### src/verilog/cafm_pkg.sv
// Purpose: Constants for the charger converter control and fault mask bank.
// Assumes: Byte-wide registers reached through a byte register port.
// Notes:   Offsets are the device register addresses.
package cafm_pkg;
	// ****************************************************************
	// Register offsets
	// ****************************************************************
	localparam logic [7:0] CAFM_OFS_FAULT_MASK_ONE = 8'h2D;
	localparam logic [7:0] CAFM_OFS_CONV_CTRL      = 8'h2E;
	localparam logic [7:0] CAFM_OFS_CHAN_DIS_ZERO  = 8'h2F;
	localparam logic [7:0] CAFM_OFS_CHAN_DIS_ONE   = 8'h30;

	// ****************************************************************
	// Reset values
	// ****************************************************************
	localparam logic [7:0] CAFM_RST_FAULT_MASK_ONE = 8'h00;
	localparam logic [7:0] CAFM_RST_CONV_CTRL      = 8'h30;
	localparam logic [7:0] CAFM_RST_CHAN_DIS_ZERO  = 8'h00;
	localparam logic [7:0] CAFM_RST_CHAN_DIS_ONE   = 8'h00;

	// ****************************************************************
	// Writable bit masks; other bits are reserved and read zero
	// ****************************************************************
	localparam logic [7:0] CAFM_WMASK_FAULT_ONE = 8'hF4;
	localparam logic [7:0] CAFM_WMASK_CONV_CTRL = 8'hFC;
	localparam logic [7:0] CAFM_WMASK_DIS_ZERO  = 8'hFE;
	localparam logic [7:0] CAFM_WMASK_DIS_ONE   = 8'hF0;

	// ****************************************************************
	// Field positions
	// ****************************************************************
	localparam int CAFM_BIT_SYS_SHORT   = 7;
	localparam int CAFM_BIT_SYS_OV      = 6;
	localparam int CAFM_BIT_SRC_OV      = 5;
	localparam int CAFM_BIT_SRC_UV      = 4;
	localparam int CAFM_BIT_THERMAL     = 2;
	localparam int CAFM_BIT_CONV_EN     = 7;
	localparam int CAFM_BIT_ONE_SHOT    = 6;
	localparam int CAFM_BIT_SPEED_HI    = 5;
	localparam int CAFM_BIT_SPEED_LO    = 4;
	localparam int CAFM_BIT_MEAN        = 3;
	localparam int CAFM_BIT_SEED        = 2;
	localparam int CAFM_DIS0_LO         = 1;
	localparam int CAFM_DIS1_LO         = 4;

	// Number of fault sources in this mask register.
	localparam int CAFM_NUM_FAULTS = 5;
	// Conversion channels: seven in disable zero, four in disable one.
	localparam int CAFM_NUM_CHANS  = 11;

	// Effective resolution per sample-speed code.
	typedef enum logic [1:0] {
		CAFM_RES_15 = 2'h0,
		CAFM_RES_14 = 2'h1,
		CAFM_RES_13 = 2'h2,
		CAFM_RES_12 = 2'h3
	} cafm_res_t;
endpackage : cafm_pkg

### src/verilog/cafm_regs.sv
// Purpose: Fault mask and converter control register bank of a charger.
// Assumes: Byte register port decoded upstream from the serial host link.
// Notes:   Conversion itself is analog and outside; here only control.
`timescale 1ns/10ps
`default_nettype none
module cafm_regs (
	// Clock and reset
	input  wire logic                  core_clk,
	input  wire logic                  reset_n,
	// Register port
	input  wire logic                  reg_wr,
	input  wire logic [7:0]            reg_addr,
	input  wire logic [7:0]            reg_wdata,
	output logic [7:0]                 reg_rdata,
	output logic                       reg_hit,
	// Reset sources
	input  wire logic                  reg_reset_cmd,
	input  wire logic                  watchdog_expired,
	// Fault events, one-cycle pulses
	input  wire logic                  system_short_evt,
	input  wire logic                  system_overvolt_evt,
	input  wire logic                  source_overvolt_evt,
	input  wire logic                  source_undervolt_evt,
	input  wire logic                  thermal_trip_evt,
	// Converter handshake
	input  wire logic                  conv_done_evt,
	input  wire logic                  done_irq_block,
	input  wire logic                  ibat_discharging,
	// Converter controls
	output logic                       conv_enable,
	output logic                       conv_one_shot,
	output cafm_pkg::cafm_res_t        conv_resolution,
	output logic                       running_mean_select,
	output logic                       mean_seed_select,
	output logic                       mean_apply_ibat,
	output logic [10:0]                chan_off,
	output logic [3:0]                 conv_chan,
	// Interrupt
	output logic                       irq_pulse
);
	import cafm_pkg::*;

	// ****************************************************************
	// Register state
	// ****************************************************************
	logic [7:0] fault_irq_mask_one_q;
	logic [7:0] converter_control_q;
	logic [7:0] channel_disable_zero_q;
	logic [7:0] channel_disable_one_q;
	logic       pass_done;
	logic       soft_rst;

	assign soft_rst = !reset_n || reg_reset_cmd;

	// Write strobe per register: address match only; masking to writable bits is done at each write.
	function automatic logic wr_hit(input logic [7:0] a, input logic [7:0] o);
		return (a == o);
	endfunction

	// Fault mask: only register reset or power-on restores defaults.
	always_ff @(posedge core_clk) begin
		if (soft_rst) begin
			fault_irq_mask_one_q <= CAFM_RST_FAULT_MASK_ONE;
		end else if (reg_wr && wr_hit(reg_addr, CAFM_OFS_FAULT_MASK_ONE)) begin
			fault_irq_mask_one_q <= reg_wdata & CAFM_WMASK_FAULT_ONE;
		end
	end

	// Control. Enable also drops on watchdog and after one shot pass.
	// Register write wins over the pass end so a rearm is never lost.
	always_ff @(posedge core_clk) begin
		if (soft_rst) begin
			converter_control_q <= CAFM_RST_CONV_CTRL;
		end else if (reg_wr && wr_hit(reg_addr, CAFM_OFS_CONV_CTRL)) begin
			converter_control_q <= reg_wdata & CAFM_WMASK_CONV_CTRL;
		end else if (watchdog_expired) begin
			converter_control_q[CAFM_BIT_CONV_EN] <= 1'b0;
		end else if (pass_done && converter_control_q[CAFM_BIT_ONE_SHOT]) begin
			converter_control_q[CAFM_BIT_CONV_EN] <= 1'b0;
		end
	end

	// Channel disables, untouched by the watchdog.
	always_ff @(posedge core_clk) begin
		if (soft_rst) begin
			channel_disable_zero_q <= CAFM_RST_CHAN_DIS_ZERO;
			channel_disable_one_q  <= CAFM_RST_CHAN_DIS_ONE;
		end else if (reg_wr) begin
			if (wr_hit(reg_addr, CAFM_OFS_CHAN_DIS_ZERO)) begin
				channel_disable_zero_q <= reg_wdata & CAFM_WMASK_DIS_ZERO;
			end
			if (wr_hit(reg_addr, CAFM_OFS_CHAN_DIS_ONE)) begin
				channel_disable_one_q <= reg_wdata & CAFM_WMASK_DIS_ONE;
			end
		end
	end

	// ****************************************************************
	// Read mux; unmapped offsets read zero and drop reg_hit
	// ****************************************************************
	always_comb begin
		reg_rdata = 8'h00;
		reg_hit   = 1'b1;
		unique case (reg_addr)
			CAFM_OFS_FAULT_MASK_ONE: reg_rdata = fault_irq_mask_one_q;
			CAFM_OFS_CONV_CTRL:      reg_rdata = converter_control_q;
			CAFM_OFS_CHAN_DIS_ZERO:  reg_rdata = channel_disable_zero_q;
			CAFM_OFS_CHAN_DIS_ONE:   reg_rdata = channel_disable_one_q;
			default:                 reg_hit   = 1'b0;
		endcase
	end

	// ****************************************************************
	// Control outputs
	// ****************************************************************
	logic system_short_irq_block;
	logic system_overvolt_irq_block;
	logic source_overvolt_irq_block;
	logic source_undervolt_irq_block;
	logic thermal_trip_irq_block;

	assign system_short_irq_block     = fault_irq_mask_one_q[CAFM_BIT_SYS_SHORT];
	assign system_overvolt_irq_block  = fault_irq_mask_one_q[CAFM_BIT_SYS_OV];
	assign source_overvolt_irq_block  = fault_irq_mask_one_q[CAFM_BIT_SRC_OV];
	assign source_undervolt_irq_block = fault_irq_mask_one_q[CAFM_BIT_SRC_UV];
	assign thermal_trip_irq_block     = fault_irq_mask_one_q[CAFM_BIT_THERMAL];

	// Controls straight from flip-flops.
	assign conv_enable     = converter_control_q[CAFM_BIT_CONV_EN];
	assign conv_one_shot   = converter_control_q[CAFM_BIT_ONE_SHOT];
	assign conv_resolution = cafm_res_t'(
		converter_control_q[CAFM_BIT_SPEED_HI:CAFM_BIT_SPEED_LO]);
	assign running_mean_select = converter_control_q[CAFM_BIT_MEAN];
	assign mean_seed_select    = converter_control_q[CAFM_BIT_SEED];
	// Averaging is suppressed for the discharge current reading.
	assign mean_apply_ibat = running_mean_select && !ibat_discharging;
	assign chan_off = {channel_disable_one_q[7:CAFM_DIS1_LO],
		channel_disable_zero_q[7:CAFM_DIS0_LO]};

	// ****************************************************************
	// Channel scheduler
	// ****************************************************************
	cafm_sample_sched #(
		.NCH        (CAFM_NUM_CHANS)
	) u_sched (
		.core_clk   (core_clk),
		.reset_n    (reset_n),
		.run        (conv_enable),
		.step       (conv_done_evt),
		.chan_off   (chan_off),
		.chan_q     (conv_chan),
		.wrap_pulse (pass_done)
	);

	// ****************************************************************
	// Interrupt gate; done only counts in one-shot mode
	// ****************************************************************
	logic       done_one_shot;
	logic [5:0] evts;
	logic [5:0] blks;

	assign done_one_shot = pass_done && conv_one_shot;
	assign evts = {done_one_shot, thermal_trip_evt, source_undervolt_evt,
		source_overvolt_evt, system_overvolt_evt, system_short_evt};
	assign blks = {done_irq_block, thermal_trip_irq_block,
		source_undervolt_irq_block, source_overvolt_irq_block,
		system_overvolt_irq_block, system_short_irq_block};

	cafm_irq_gate #(
		.N           (6)
	) u_irq (
		.core_clk    (core_clk),
		.reset_n     (reset_n),
		.event_pulse (evts),
		.event_block (blks),
		.irq_pulse   (irq_pulse)
	);

	// ****************************************************************
	// Assertions
	// ****************************************************************
	a_short_unmasked: assert property (@(posedge core_clk) disable iff (!reset_n)
		system_short_evt && !system_short_irq_block |=> irq_pulse)
		else $error("unmasked system short did not pulse interrupt");
	a_sysov_unmasked: assert property (@(posedge core_clk) disable iff (!reset_n)
		system_overvolt_evt && !system_overvolt_irq_block |=> irq_pulse)
		else $error("unmasked system overvoltage did not pulse interrupt");
	a_srcov_unmasked: assert property (@(posedge core_clk) disable iff (!reset_n)
		source_overvolt_evt && !source_overvolt_irq_block |=> irq_pulse)
		else $error("unmasked source overvoltage did not pulse interrupt");
	a_srcuv_unmasked: assert property (@(posedge core_clk) disable iff (!reset_n)
		source_undervolt_evt && !source_undervolt_irq_block |=> irq_pulse)
		else $error("unmasked source undervoltage did not pulse interrupt");
	a_thermal_unmasked: assert property (@(posedge core_clk) disable iff (!reset_n)
		thermal_trip_evt && !thermal_trip_irq_block |=> irq_pulse)
		else $error("unmasked thermal trip did not pulse interrupt");
	a_irq_all_blocked: assert property (@(posedge core_clk) disable iff (!reset_n)
		(fault_irq_mask_one_q[7:4] == 4'hF) && fault_irq_mask_one_q[2] &&
		done_irq_block |=> !irq_pulse)
		else $error("interrupt pulsed with every source blocked");
	a_wdog_clears_en: assert property (@(posedge core_clk) disable iff (!reset_n)
		watchdog_expired && !reg_reset_cmd && !reg_wr
		|=> !conv_enable && $stable(converter_control_q[6:2]) && $stable(chan_off))
		else $error("watchdog did not clear only the enable");
	a_regrst_defaults: assert property (@(posedge core_clk) disable iff (!reset_n)
		reg_reset_cmd |=> converter_control_q == CAFM_RST_CONV_CTRL &&
		chan_off == 11'h000 && fault_irq_mask_one_q == 8'h00)
		else $error("register reset did not restore defaults");
	a_reserved_zero: assert property (@(posedge core_clk) disable iff (!reset_n)
		converter_control_q[1:0] == 2'h0 && fault_irq_mask_one_q[3] == 1'b0 &&
		fault_irq_mask_one_q[1:0] == 2'h0 && channel_disable_zero_q[0] == 1'b0 &&
		channel_disable_one_q[3:0] == 4'h0)
		else $error("reserved bit read nonzero");
	a_done_cont_quiet: assert property (@(posedge core_clk) disable iff (!reset_n)
		pass_done && !conv_one_shot && !(|(evts[4:0] & ~blks[4:0])) |=> !irq_pulse)
		else $error("done interrupt raised in continuous mode");
	a_mean_no_discharge: assert property (@(posedge core_clk) disable iff (!reset_n)
		ibat_discharging |-> !mean_apply_ibat)
		else $error("averaging applied to discharge current");
endmodule // cafm_regs
`default_nettype wire

### src/verilog/cafm_irq_gate.sv
// Purpose: Gates fault and done events onto one interrupt pulse.
// Assumes: Events are one-cycle pulses synchronous to core_clk.
// Notes:   A set mask bit blocks its source; output is registered.
`timescale 1ns/10ps
`default_nettype none
module cafm_irq_gate #(
	parameter int N = 6
) (
	// Clock and reset
	input  wire logic         core_clk,
	input  wire logic         reset_n,
	// Events and masks
	input  wire logic [N-1:0] event_pulse,
	input  wire logic [N-1:0] event_block,
	// Interrupt
	output logic              irq_pulse
);
	import cafm_pkg::*;

	initial begin
		if (N < 1) $error("cafm_irq_gate needs at least one source");
	end

	// One registered pulse per cycle with any unblocked event.
	always_ff @(posedge core_clk) begin
		if (!reset_n) begin
			irq_pulse <= 1'b0;
		end else begin
			irq_pulse <= |(event_pulse & ~event_block);
		end
	end
endmodule // cafm_irq_gate
`default_nettype wire

### src/verilog/cafm_sample_sched.sv
// Purpose: Chooses the next enabled conversion channel in round robin.
// Assumes: Channel mask bit set means channel excluded.
// Notes:   Purely a channel pointer; conversion timing is external.
`timescale 1ns/10ps
`default_nettype none
module cafm_sample_sched #(
	parameter int NCH = 11
) (
	// Clock and reset
	input  wire logic                    core_clk,
	input  wire logic                    reset_n,
	// Control
	input  wire logic                    run,
	input  wire logic                    step,
	input  wire logic [NCH-1:0]          chan_off,
	// Status
	output logic [$clog2(NCH)-1:0]       chan_q,
	output logic                         wrap_pulse
);
	import cafm_pkg::*;

	localparam int W = $clog2(NCH);

	initial begin
		if (NCH < 2) $error("cafm_sample_sched needs two or more channels");
	end

	// Find next enabled channel after the current one.
	function automatic logic [W:0] next_chan(input logic [W-1:0] cur,
		input logic [NCH-1:0] off);
		logic [W:0] res;
		int         idx;
		res = {1'b1, {W{1'b0}}};
		for (int k = NCH; k >= 1; k--) begin
			idx = (int'(cur) + k) % NCH;
			if (!off[idx]) begin
				res = {1'b0, W'(idx)};
			end
		end
		return res;
	endfunction

	logic [W:0] nxt;
	assign nxt = next_chan(chan_q, chan_off);

	// Pointer advances on each finished conversion; wrap ends a pass.
	always_ff @(posedge core_clk) begin
		if (!reset_n || !run) begin
			chan_q     <= '0;
			wrap_pulse <= 1'b0;
		end else begin
			wrap_pulse <= 1'b0;
			if (step && !nxt[W]) begin
				chan_q     <= nxt[W-1:0];
				wrap_pulse <= (nxt[W-1:0] <= chan_q);
			end
		end
	end
endmodule // cafm_sample_sched
`default_nettype wire

### config.mk
export PLATFORM = sky130hd
export DESIGN_NAME = cafm_regs
export DESIGN_NICKNAME = d
export VERILOG_FILES = /design/src/verilog/cafm_pkg.sv /design/src/verilog/cafm_regs.sv /design/src/verilog/cafm_irq_gate.sv /design/src/verilog/cafm_sample_sched.sv
export SDC_FILE = /design/constraint.sdc
export NUM_CORES = 1
export LEC_CHECK = 0
export BUFFER_PORTS_ARGS = -buffer_cell sky130_fd_sc_hd__buf_2
export CAP_MARGIN = 0
export CORE_ASPECT_RATIO = 1.4
export CORE_MARGIN = 2
export CORE_UTILIZATION = 45
export CTS_CLUSTER_DIAMETER = 200
export CTS_CLUSTER_SIZE = 20
export DETAILED_ROUTE_END_ITERATION = 16
export GPL_TIMING_DRIVEN = 0
export SYNTH_ARGS = -nofsm -noshare
export SYNTH_HDL_FRONTEND = slang
export SYNTH_HIERARCHICAL = 1
export SYNTH_SLANG_ARGS = --single-unit
### constraint.sdc
create_clock -name core_clk -period 6.9 [get_ports core_clk]
set_input_delay 0.345 -clock core_clk [delete_from_list [all_inputs] [get_ports core_clk]]
set_output_delay 0.345 -clock core_clk [all_outputs]
set_load 0.1 [all_outputs]
==> results.json, run 1 <==
{
  "status": "completed",
  "ctsHoldBuffers": 0,
  "yosysTopAreaCell": "mux2i_1",
  "dr.pass1.iters": 7,
  "layout.nets": 1350,
  "maxCapViolCount": 0,
  "ys_warn_count": 6,
  "syn-cell-area_mm2": 0.00834,
  "multiInputGateArea_mm2": 0.00766,
  "dp.cells": 1472,
  "initial_utilization": 0.462,
  "final_area_mm2": 0.0101,
  "fp.dieArea_mm2": 0.0197,
  "placed_area_mm2": 0.00895,
  "cts_buffers": 3,
  "path_clk_slew_ps": 80,
  "n_antenna_cell": 0,
  "syn_avg_cell_area_um2": 7.11,
  "drive_gt1_frac": 0.239,
  "hpwl_mm": 30.2,
  "yosysUniqueCellTypes": 118,
  "synth-seq-cells": 28,
  "clockBufferDepth": 2,
  "critPathMaxFanout": 10,
  "cts_tree": "built",
  "final_cells": 1517,
  "route.detailed.drc": 0,
  "groute.usage.overall": 0.399,
  "num_rows": 58,
  "num_vias": 10752,
  "coreArea_mm2": 0.0181,
  "synth-edff-count": 0,
  "syn_inst": 1174,
  "fillers": 1833,
  "postLayoutSetupSlackWorst_ps": 183,
  "final_antenna_net_count": 0,
  "worst_pin_slew_ps": 1020,
  "fp.dieW_um": 119,
  "io_pins": 61,
  "grt_start_max_net_pins": 17,
  "wl_mm": 40.9,
  "dp_slack_ps": -2660,
  "hp-class": "in -> reg",
  "skew_ps": 7.55,
  "period_needed_ps": 6720,
  "layout_commonest_cell": "nand2_1",
  "endpoint_kind": "flip-flop",
  "leakage_nw": 3.98,
  "final_cell_mix": "nand2_1, nor2_1, buf_2, a21oi_1, inv_1",
  "crit_path_start_kind": "flip-flop",
  "cp_data_arrival_time_ps": 6900,
  "clk_root_buffer_cell": "clkbuf_16",
  "period_share": 0.973,
  "ys.flop_type": "dfxtp_1",
  "antenna_found_initial": 1,
  "via_per_inst": 7.09,
  "synthArstFlopShare": 0,
  "die_h_um": 165,
  "synth.area.top_cells": "mux2i_1, dfxtp_1, ha_1",
  "synth.yosys.seq_area_share": 0.0672,
  "post_drt_wl_per_cell_um": 26.9,
  "cellPowerDensity_mw_per_mm2": 38.2,
  "setup_viol": 0,
  "grt_pass1_vias": 10008,
  "report.final.slew_viol_count": 0,
  "insertion_delay_ps": 280,
  "maxSlewHeadroom": 0.298,
  "area.sequential_um2": 568,
  "drtIter0Drc": 1273,
  "worstPathRequired_ps": 7080,
  "io_buffers": 58,
  "synth_top_area_share": 0.0768,
  "area_growth_pct": 20.6,
  "path_class": "reg -> reg",
  "htree_levels": 1,
  "grt-ovfl-total": 0,
  "gp_congestion": 1.06,
  "cts.sinks": 28,
  "hold_viol_final": 0,
  "ir_drop_v": 0.0000768,
  "fin_hold_ws_ps": 309,
  "reg2reg_slack_ps": 180,
  "grt_pass1_wl_mm": 59.6,
  "synthesis.nets": 1246,
  "fmax_mhz": 149,
  "finalPower_uw": 384
}
metal layers:
metal | GRT usage | share of wire | vias up
met5 | 0 | 0.00066 | -
met2 | 0.689 | 0.46 | 790
li1 | - | - | 4734
met4 | 0.302 | 0.091 | 2
met1 | 0.447 | 0.36 | 4984
met3 | 0.0519 | 0.089 | 242
registers in the layout, summed over array words and instances, names as in the netlist:
| signal | flops |
|---|---|
| channel_disable_one_q | 4 |
| u_irq/irq_pulse | 1 |
| converter_control_q | 6 |
| u_sched/wrap_pulse | 1 |
| fault_irq_mask_one_q | 5 |
| u_sched/chan_q | 4 |
| channel_disable_zero_q | 7 |
cell type report:
type	count	area share
buffer	71	0.0464
clock buffer	3	0.00746
clock inverter	1	0.00298
inverter	73	0.0297
multi-input combinational	997	0.761
sequential	28	0.0565
tap	240	0.0298
timing repair buffer	104	0.0660
power breakdown:
group	switching (mW)	internal [mW]	total, mW
registers	0.000176	0.161	0.162
clock network	0.0664	0.116	0.183
logic	0.0264	0.0138	0.0402
cell families (layout without fill, tap and decap cells):
logic type | Yosys count | after routing | share of synthesized area
compound gates | 448 | 448 | 0.394
xor+xnor | 17 | 17 | 0.0237
fa+ha+maj | 43 | 43 | 0.0645
buf+inv | 149 | 252 | 0.0780
flops | 28 | 28 | 0.0672
mux | 85 | 85 | 0.119
other cells | 1 | 1 | 0.000450
simple gates | 403 | 403 | 0.253
worst paths after layout:
check,start,end,cells past startpoint
max,u_sched/chan_q[2],u_sched/wrap_pulse,26
min,reg_wdata[1],channel_disable_zero_q[1],3
max reg2reg,u_sched/chan_q[2],u_sched/wrap_pulse,26
min reg2reg,fault_irq_mask_one_q[4],fault_irq_mask_one_q[4],2
stage by stage:
step	utilization	TNS, ps
final	0.557	0
after global routing	0.557	-14.8
after CTS	0.533	0
after detailed placement	0.495	-9230
after global placement	0.495	-9470
after floorplan	-	0
timing repair:
action / in CTS / in global routing
cloned: 0 / 0
gates resized for setup: 76 / 75
endpoints found under the setup margin: 5 / 5
pin swaps: 14 / 18
setup buffers: 28 / 18
synthesized netlist by cell type, types with 14 or more instances:
library cell,number
a21oi_1,82
nor3_1,26
mux2i_1,64
a211oi_1,21
buf_2,25
o211ai_1,21
clkbuf_1,37
a21o_1,18
dfxtp_1,28
nand2b_1,16
nor2_1,86
o21ai_0,59
o221ai_1,14
nand2_1,112
nand3_1,31
inv_1,68
ha_1,43
nor2b_1,28
a31oi_1,22
critical path: stages (launching register included):
cell and delay [ps]:
dfxtp_2 420, buf_6 230, buf_4 270, clkinvlp_4 240, ha_2 490, buf_2 300, a41oi_1 260, o2bb2ai_4 340
inv_1 170, ha_1 280, a21oi_2 230, a221oi_4 160, nor4_1 510, a21o_1 180, nor2b_1 220, o22a_1 190
o311ai_2 110, a311oi_2 340, o311ai_4 160, a221o_1 390, and2_1 190, ha_1 290, o21ai_0 80, nand2b_1 80
a21oi_1 60, a41o_1 200, and3_4 180
Power figures use the tool's default switching activity.
==> inputs of run 2 (changes only) <==
==> constraint.sdc (replaced) <==
create_clock -name core_clk -period 6.9 [get_ports core_clk]
set_input_delay 0.345 -clock core_clk [delete_from_list [all_inputs] [get_ports core_clk]]
set_output_delay 0.345 -clock core_clk [all_outputs]
set_load 0.02 [all_outputs]
==> results.json, run 2 (synthesis gave the netlist of run 1 again) <==
{
  "finalPower_uw": 379,
  "grt_pass1_wl_mm": 59.0,
  "worstHoldStart": "reset_n",
  "cts_tree": "built",
  "grt-ovfl-total": 0,
  "crit_end": "u_sched/wrap_pulse",
  "final_cell_mix": "nand2_1, nor2_1, buf_2, a21oi_1, inv_1",
  "reg2reg_from": "u_sched/chan_q[0]",
  "final.setup.tns_ps": 0,
  "path_clk_slew_ps": 80,
  "grt_pass1_vias": 9905,
  "critPathLaunch": "u_sched/chan_q[0]",
  "groute.usage.overall": 0.393,
  "cts.sinks": 28,
  "postLayoutSetupSlackWorst_ps": 191,
  "area_growth_pct": 19.4,
  "worst_r2r_path_depth": 31,
  "final_area_mm2": 0.00996,
  "reg2reg_slack_ps": 190,
  "report.final.slew_viol_count": 0,
  "hold_viol_final": 0,
  "ir_drop_v": 0.000133,
  "critPathMaxFanout": 12,
  "status": "completed",
  "multiInputGateArea_mm2": 0.00766,
  "fp.dieArea_mm2": 0.0197,
  "htree_levels": 1,
  "largest_register_ffs": 7,
  "cts_buffers": 3,
  "post_drt_wl_per_cell_um": 26.8,
  "max_stage_delay_ps": 480,
  "fmax_mhz": 149,
  "io_buffers": 58,
  "num_vias": 10679,
  "worst_pin_slew_ps": 1070,
  "route.detailed.drc": 0,
  "hpwl_mm": 30.2,
  "clk_root_buffer_cell": "clkbuf_16",
  "io_pins": 61,
  "period_share": 0.972,
  "antenna_found_initial": 0,
  "via_per_inst": 7.09,
  "worstPathRequired_ps": 7080,
  "layout_commonest_cell": "nand2_1",
  "placed_area_mm2": 0.00894,
  "hp-class": "in -> reg",
  "setup_viol": 0,
  "die_h_um": 165,
  "fillers": 1804,
  "cp_data_arrival_time_ps": 6890,
  "coreArea_mm2": 0.0181,
  "max_flop_register": "channel_disable_zero_q",
  "dp_slack_ps": -3140,
  "insertion_delay_ps": 280,
  "dr.pass1.iters": 8,
  "area.sequential_um2": 568,
  "period_needed_ps": 6710,
  "initial_utilization": 0.462,
  "skew_ps": 12.6,
  "crit_path_start_kind": "flip-flop",
  "path_class": "reg -> reg",
  "maxSlewHeadroom": 0.278,
  "final_antenna_net_count": 0,
  "cellPowerDensity_mw_per_mm2": 38.0,
  "reg_top3": "channel_disable_zero_q x7, converter_control_q x6, fault_irq_mask_one_q x5",
  "drtIter0Drc": 1164,
  "gp_congestion": 1.05,
  "clockBufferDepth": 2,
  "drive_gt1_frac": 0.232,
  "fp.dieW_um": 119,
  "leakage_nw": 3.93,
  "endpoint_kind": "flip-flop",
  "wl_mm": 40.4,
  "final_util": 0.551,
  "regToRegEndpoint": "u_sched/wrap_pulse",
  "slowest_stage": "a311o_1",
  "maxCapViolCount": 0,
  "num_rows": 58,
  "ctsHoldBuffers": 0,
  "grt_start_max_net_pins": 17,
  "layout.nets": 1339
}
run 2: cell count changes in the layout (fill, tap and decap cells not counted), sizes merged:
cell	before	now
buf	145	133
clkinv	1	2
a211o	10	11
diode	0	1
inv	69	68
run 2: timing repair:
| item | in CTS | in global routing |
|---|---|---|
| resized for setup | 77 | 81 |
| pin swaps | 6 | 24 |
| setup endpoints to repair | 5 | 1 |
| gates cloned | 0 | 1 |
| setup buffers | 17 | 16 |
run 2: how the worst min path moves through the flow:
| stage | end | cells past startpoint |
|---|---|---|
| 2_1_floorplan | fault_irq_mask_one_q[2] | 2 |
| 6_report | u_irq/irq_pulse | 2 |
| 3_3_place_gp | fault_irq_mask_one_q[4] | 2 |
| 4_1_cts | channel_disable_zero_q[1] | 3 |
| 3_5_place_dp | fault_irq_mask_one_q[4] | 2 |
| 5_1_grt | u_irq/irq_pulse | 2 |
run 2: worst max-delay path, delay by kind of cell (launching register included):
family | cells | cell delay, ps
AOI/OAI and AO/OA | 13 | 3060
adders and majority gates | 4 | 1050
buffers and inverters | 10 | 1480
DFF | 1 | 390
and+or+nand+nor | 4 | 550
run 2: layer usage:
| layer | share of wire | wire length (um) | up-vias | track usage |
|---|---|---|---|---|
| li1 | - | - | 4729 | - |
| met1 | 0.35 | 14100 | 4952 | 0.418 |
| met2 | 0.46 | 18400 | 741 | 0.678 |
| met3 | 0.092 | 3710 | 257 | 0.0680 |
| met4 | 0.10 | 4180 | 0 | 0.334 |
| met5 | 0 | 0 | - | 0 |
run 2: through the flow:
step | hold slack [ps] | cells
2_1_floorplan | 449 | 1174
3_3_place_gp | 466 | 1472
3_5_place_dp | 469 | 1472
4_1_cts | 316 | 1493
5_1_grt | 335 | 1506
6_report | 325 | 1507
run 2: layout make-up:
cell class                      count  area share
Multi-Input combinational cell    998       0.769
Sequential cell                    28      0.0570
Timing Repair Buffer               91      0.0548
Buffer                             72      0.0482
Tap cell                          240      0.0301
Inverter                           73      0.0300
Clock buffer                        3     0.00754
Clock inverter                      1     0.00301
Antenna cell                        1    0.000251
run 2: power breakdown:
part | total [mW] | switching, mW | internal [mW]
clock | 0.182 | 0.0662 | 0.116
sequential | 0.162 | 0.000165 | 0.161
combinational | 0.0350 | 0.0213 | 0.0138
